--- src/vbr_pkg.sv ---
package vbr_pkg;

  // register map (byte addresses, one aligned word each)
  localparam logic [11:0] VBR_CTRL_OFS     = 12'h000;
  localparam logic [11:0] VBR_IRQ_STAT_OFS = 12'h004;
  localparam logic [11:0] VBR_IRQ_MASK_OFS = 12'h008;
  localparam logic [11:0] VBR_SRC_OFS      = 12'h00c;

  // control register field positions
  localparam int VBR_OFF_BIT    = 7;
  localparam int VBR_LEVEL_BIT  = 6;
  localparam int VBR_POL_BIT    = 5;
  localparam int VBR_LOWPWR_BIT = 4;

  // reset values
  localparam logic [7:0] VBR_CTRL_RST = 8'h00;
  localparam logic [1:0] VBR_STAT_RST = 2'h0;
  localparam logic [1:0] VBR_MASK_RST = 2'h0;

  // event status bits: 0 = supply arrived, 1 = supply lost
  localparam int VBR_EV_RISE = 0;
  localparam int VBR_EV_FALL = 1;

  localparam int VBR_SYNC_STAGES = 2;

  typedef struct packed {
    logic regulator_off;
    logic regulator_low_power_sel;
  } vbr_reg_ctrl_type;

  typedef struct packed {
    logic match_irq;
    logic reset_req;
    logic event_irq;
  } vbr_out_type;

endpackage

--- src/vbr_vbus_detect_regulator_ctrl.sv ---
// Chosen here: the APB interface to the registers and the register offsets.
`timescale 1ns/1ps
// Summary of operation
// bit 6 reads live bus supply level
// enabled interrupt when level equals polarity
// interrupt level-only, no pending flag
// bit 5 selects interrupt active level
// reset request when enabled and matching
// bit 7 read/write regulator disable
// bit 4 read/write low-power mode select
// low four bits read zero
// bus supply input synchronised twice
// writable control bits reset to zero
module vbr_vbus_detect_regulator_ctrl (
  input  wire logic        mclk,                    // 40 MHz system clock
  input  wire logic        rst,                     // sync reset, active high
  input  wire logic        psel,                    // apb select
  input  wire logic        penable,                 // apb enable
  input  wire logic        pwrite,                  // apb direction
  input  wire logic [11:0] paddr,                   // apb byte address
  input  wire logic [31:0] pwdata,                  // apb write data
  input  wire logic [3:0]  pstrb,                   // apb byte strobes
  output logic      [31:0] prdata,                  // apb read data
  output logic             pready,                  // apb ready
  output logic             pslverr,                 // apb error
  input  wire logic        bus_supply_in,           // async bus supply pin
  output logic             regulator_off,           // regulator disabled
  output logic             regulator_low_power_sel, // regulator suspend mode
  output logic             bus_supply_irq,          // level match interrupt
  output logic             bus_reset_req,           // system reset request
  output logic             irq                      // masked event interrupt
);
  import vbr_pkg::*;

  vbr_reg_ctrl_type ctrl_r;
  logic             pol_r;
  logic             match_irq_en_r;
  logic             reset_src_en_r;
  logic [1:0]       stat_r;
  logic [1:0]       mask_r;
  logic             level_s;
  logic             level_d_r;
  logic             match;
  logic             acc;
  logic             wr_acc;
  logic [1:0]       ev_set;
  logic [31:0]      rd_nxt;
  logic             err_nxt;
  vbr_out_type      out_r;

  // address match helper, used by read and write paths
  function automatic logic hit(input logic [11:0] a, input logic [11:0] ofs);
    hit = (a == ofs);
  endfunction

  // pin is asynchronous to mclk
  vbr_sync u_sync (
    .mclk  (mclk),
    .rst   (rst),
    .d_in  (bus_supply_in),
    .q_out (level_s)
  );

  // one-cycle access phase, no wait states
  assign acc    = psel && penable && pready;
  assign wr_acc = acc && pwrite && pstrb[0];
  assign match  = (level_s == pol_r);

  // edge events for the sticky status bits
  assign ev_set[VBR_EV_RISE] = level_s && !level_d_r;
  assign ev_set[VBR_EV_FALL] = !level_s && level_d_r;

  always_ff @(posedge mclk) begin
    if (rst) begin
      level_d_r <= 1'b0;
    end else begin
      level_d_r <= level_s;
    end
  end

  // pready: ready in the access cycle only
  always_ff @(posedge mclk) begin
    if (rst) begin
      pready <= 1'b0;
    end else begin
      pready <= psel && !penable;
    end
  end

  // control bits; reserved low nibble is not stored
  always_ff @(posedge mclk) begin
    if (rst) begin
      ctrl_r.regulator_off           <= VBR_CTRL_RST[VBR_OFF_BIT];
      ctrl_r.regulator_low_power_sel <= VBR_CTRL_RST[VBR_LOWPWR_BIT];
      pol_r                          <= VBR_CTRL_RST[VBR_POL_BIT];
    end else if (wr_acc && hit(paddr, VBR_CTRL_OFS)) begin
      ctrl_r.regulator_off           <= pwdata[VBR_OFF_BIT];
      ctrl_r.regulator_low_power_sel <= pwdata[VBR_LOWPWR_BIT];
      pol_r                          <= pwdata[VBR_POL_BIT];
    end
  end

  // enables: bit 0 level interrupt, bit 1 bus as reset source
  always_ff @(posedge mclk) begin
    if (rst) begin
      match_irq_en_r <= 1'b0;
      reset_src_en_r <= 1'b0;
    end else if (wr_acc && hit(paddr, VBR_SRC_OFS)) begin
      match_irq_en_r <= pwdata[0];
      reset_src_en_r <= pwdata[1];
    end
  end

  always_ff @(posedge mclk) begin
    if (rst) begin
      mask_r <= VBR_MASK_RST;
    end else if (wr_acc && hit(paddr, VBR_IRQ_MASK_OFS)) begin
      mask_r <= pwdata[1:0];
    end
  end

  // sticky events, write one to clear; a new event wins over the clear
  always_ff @(posedge mclk) begin
    if (rst) begin
      stat_r <= VBR_STAT_RST;
    end else if (wr_acc && hit(paddr, VBR_IRQ_STAT_OFS)) begin
      stat_r <= (stat_r & ~pwdata[1:0]) | ev_set;
    end else begin
      stat_r <= stat_r | ev_set;
    end
  end

  // read mux and unmapped-address error
  always_comb begin
    rd_nxt  = 32'h0000_0000;
    err_nxt = 1'b0;
    if (hit(paddr, VBR_CTRL_OFS)) begin
      rd_nxt[VBR_OFF_BIT]    = ctrl_r.regulator_off;
      rd_nxt[VBR_LEVEL_BIT]  = level_s;
      rd_nxt[VBR_POL_BIT]    = pol_r;
      rd_nxt[VBR_LOWPWR_BIT] = ctrl_r.regulator_low_power_sel;
      rd_nxt[3:0]            = 4'h0;
    end else if (hit(paddr, VBR_IRQ_STAT_OFS)) begin
      rd_nxt[1:0] = stat_r;
    end else if (hit(paddr, VBR_IRQ_MASK_OFS)) begin
      rd_nxt[1:0] = mask_r;
    end else if (hit(paddr, VBR_SRC_OFS)) begin
      rd_nxt[1:0] = {reset_src_en_r, match_irq_en_r};
    end else begin
      err_nxt = 1'b1;
    end
  end

  // read data registered on the setup cycle so it stands in access phase
  always_ff @(posedge mclk) begin
    if (rst) begin
      prdata  <= 32'h0000_0000;
      pslverr <= 1'b0;
    end else if (psel && !penable) begin
      prdata  <= pwrite ? 32'h0000_0000 : rd_nxt;
      pslverr <= err_nxt;
    end else begin
      prdata  <= 32'h0000_0000;
      pslverr <= 1'b0;
    end
  end

  // level outputs follow the match with no latch; irq follows the masked sticky status
  always_ff @(posedge mclk) begin
    if (rst) begin
      out_r <= '0;
    end else begin
      out_r.match_irq <= match_irq_en_r && match;
      out_r.reset_req <= reset_src_en_r && match;
      out_r.event_irq <= |(stat_r & mask_r);
    end
  end

  assign regulator_off           = ctrl_r.regulator_off;
  assign regulator_low_power_sel = ctrl_r.regulator_low_power_sel;
  assign bus_supply_irq          = out_r.match_irq;
  assign bus_reset_req           = out_r.reset_req;
  assign irq                     = out_r.event_irq;
endmodule // vbr_vbus_detect_regulator_ctrl

--- src/vbr_sync.sv ---
`timescale 1ns/1ps
// two-flop synchroniser; first stage feeds only the second
module vbr_sync (
  input  wire logic mclk,   // system clock
  input  wire logic rst,    // sync reset
  input  wire logic d_in,   // async input
  output logic      q_out   // synchronised level
);
  import vbr_pkg::*;

  logic [VBR_SYNC_STAGES-1:0] stage_r;

  // shift chain
  always_ff @(posedge mclk) begin
    if (rst) begin
      stage_r <= '0;
    end else begin
      stage_r <= {stage_r[VBR_SYNC_STAGES-2:0], d_in};
    end
  end

  assign q_out = stage_r[VBR_SYNC_STAGES-1];
endmodule // vbr_sync

--- config.mk ---
export PLATFORM = sky130hd
export DESIGN_NAME = vbr_vbus_detect_regulator_ctrl
export DESIGN_NICKNAME = d
export VERILOG_FILES = /design/src/vbr_pkg.sv /design/src/vbr_vbus_detect_regulator_ctrl.sv /design/src/vbr_sync.sv
export SDC_FILE = /design/constraint.sdc
export NUM_CORES = 1
export LEC_CHECK = 0
export ABC_CLOCK_PERIOD_IN_PS = 1800
export BUFFER_PORTS_ARGS = -buffer_cell sky130_fd_sc_hd__buf_2
export CAP_MARGIN = 20
export CORE_MARGIN = 5
export CORE_UTILIZATION = 41
export CTS_CLUSTER_DIAMETER = 30
export DETAILED_ROUTE_END_ITERATION = 10
export PLACE_DENSITY = 0.84
export SETUP_SLACK_MARGIN = 0.5
export SYNTH_ARGS = -nofsm -noshare
export SYNTH_HDL_FRONTEND = slang
export SYNTH_SLANG_ARGS = --single-unit
--- constraint.sdc ---
create_clock -name mclk -period 1.8 [get_ports mclk]
set_input_delay 0.36 -clock mclk [delete_from_list [all_inputs] [get_ports mclk]]
set_output_delay 0.36 -clock mclk [all_outputs]
set_load 0.01 [all_outputs]
==> qor.csv <==
metric,value,unit
ioPinCount,93,
dr.pass1.iters,4,
clk_latency,0.30,ns
fin_skew,0.000779,ns
cts-root-buf,clkbuf_4,
synth_area,0.00112,mm²
clk_pin_slew_worst_paths,0.11,ns
yosysSeqAreaShare,40.9,%
gp_congestion,0.755,
cpMaxStageDelayCell,nor3_2,
drt_iter0_markers,15,
setup_viol,0,
die_area,0.00389,mm²
ant_nets,0,
fmax,838,MHz
arrival,1.45,ns
grt_start_max_net_pins,22,
grt_util_all_layers,10.4,%
wl_per_cell,10.3,µm
power.leakage,0.675,nW
ys_types,28,
min_path_type,in -> reg,
portBuffers,36,
crit_chain,clkbuf_4 > nor4b_2 > nand4_1 > nor3_2 > and2_1,
min_period_over_period,66.3,%
power_density,656,mW/mm²
syn_inst,116,
min_delay_path_depth,2,
post-route-drc-count,0,
start_util,41.9,%
yosysWarnings,0,
numCtsBuffers,3,
drt_wl_total,1910,µm
synth-edff-count,0,
antenna_found_initial,0,
syn_avg_cell_area,9.70,µm²
grt_pass1_wl,3410,µm
cap_viol_max_count,0,
end_kind,flop,
vias_per_cell,4.42,
critPathMaxStageDelay,0.27,ns
core_region_area,0.00269,mm²
final_util,47.6,%
synthArstFlopShare,0,%
status,completed,
drive_above_1_share,33.8,%
n_antenna_cell,0,
hpwl,1590,µm
rows,19,
vias,817,
nets,209,
cts.sinks,23,
die_w,62.4,µm
period_needed,1.19,ns
cp_max_fo,21,
area_growth_syn_to_layout,13.7,%
grt_pass1_vias,759,
cp.required,2.05,ns
cts.path.max_buffers,2,
cts_tree,done,
final.setup.tns,0,ns
htree_levels,1,
reg2reg_depth,4,
gr-total-overflow,0,
irDropWorstVdd,0.410,mV
synthFlopType,dfxtp_1,
synth-seq-cells,23,
final_max_slew_viol_count,0,
finalHoldViolCount,0,
cp-start-kind,input port,
grt_setup_unrepaired,false,
die_h,62.4,µm
path_class,in -> reg,
[per-stage QoR]
stage                     total power, mW  worst slack (ns)  std cells  hold WS, ns  area, µm²
after floorplan                     0.628             0.530        141        0.414       1220
after global placement              0.623             0.285        180        0.420       1230
after detailed placement            0.625             0.295        180        0.430       1230
after CTS                           0.852             0.610        184        0.234       1260
after global routing                0.886             0.509        185        0.255       1280
final                               0.839             0.607        185        0.258       1280
[cell usage in the layout (no fill, tap or decap), types with 2 or more instances in the layout]
master / count
nand2b_1: 13
dfxtp_1: 23
nor4_2: 2
nor2b_1: 6
buf_2: 35
clkbuf_4: 4
mux2_2: 2
a22oi_1: 4
nor2_1: 9
inv_1: 2
and2_1: 4
mux2i_1: 7
conb_1: 26
[layout make-up]
class                      count  area [µm²]
timing repair buffer          37         190
sequential                    23         460
fill                         259        1410
tap                           31        38.8
clock buffer                   3        22.5
clock inverter                 1        5.00
multi-input combinational     88         554
inverter                       2        7.51
[registers in the layout, indices dropped and copies added, names as in the netlist]
name                     cells
match_irq_en_r               1
stat_r                       2
pslverr                      1
reset_src_en_r               1
mask_r                       2
prdata                       6
level_d_r                    1
regulator_off                1
irq                          1
u_sync.stage_r               2
pol_r                        1
bus_supply_irq               1
regulator_low_power_sel      1
pready                       1
bus_reset_req                1
[cells by family after synthesis]
logic type                count (synthesis)  share of synthesized area [%]
xor gates and xnor gates                  1                          0.779
muxes                                     9                           8.23
DFF                                      23                           40.9
other                                     1                          0.333
buffers and inverters                    30                           18.7
AOI/OAI and AO/OA                         7                           4.34
and+or+nand+nor                          45                           26.7
[synth_stat cells, types with 2 or more instances]
cell type   n  area share [%]
clkbuf_1    2            0.67
nor4_2      2             2.2
dfxtp_1    23              41
nor2_1      9             3.0
nor2b_1     6             3.3
mux2_2      2             2.0
nand2b_1   13             7.2
and2_1      4             2.2
buf_4      26              17
inv_1       2            0.67
mux2i_1     7             6.2
a22oi_1     4             2.7
[per-layer routing]
layer	GRT usage, %	share of wire, %	vias up
met2	15.0	41	48
met4	3.18	0.89	0
met3	4.50	15	2
li1	-	-	408
met1	14.0	43	359
met5	0	0	-
[final timing paths]
kind,start,endpoint,slack (ns)
max,rst,prdata[5]$_SDFF_PP0_,0.61
max reg2reg,pready$_SDFF_PP0_,mask_r[1]$_SDFFE_PP0P_,0.63
min reg2reg,u_sync.stage_r[0]$_SDFF_PP0_,u_sync.stage_r[1]$_SDFF_PP0_,0.45
min,penable,pready$_SDFF_PP0_,0.26
[power breakdown]
group	internal (mW)	switching (mW)	total, mW	leakage (nW)
Clock	0.0828	0.141	0.223	0.0177
Sequential	0.516	0.00573	0.522	0.186
Combinational	0.0370	0.0565	0.0935	0.471
[worst max-delay path: cells and delay by family]
family                 cells  cell delay (ns)
and+or+nand+nor            4             0.90
buffers and inverters      1             0.20
[repair_timing]
item                                    4_1_cts  5_1_grt
gates resized for setup                       0        2
buffers inserted                              0        1
hold buffers                                  0        0
endpoints found under the setup margin        0        4
endpoints found under the hold margin         0        0
No activity file was read; power rests on OpenSTA's default activity.
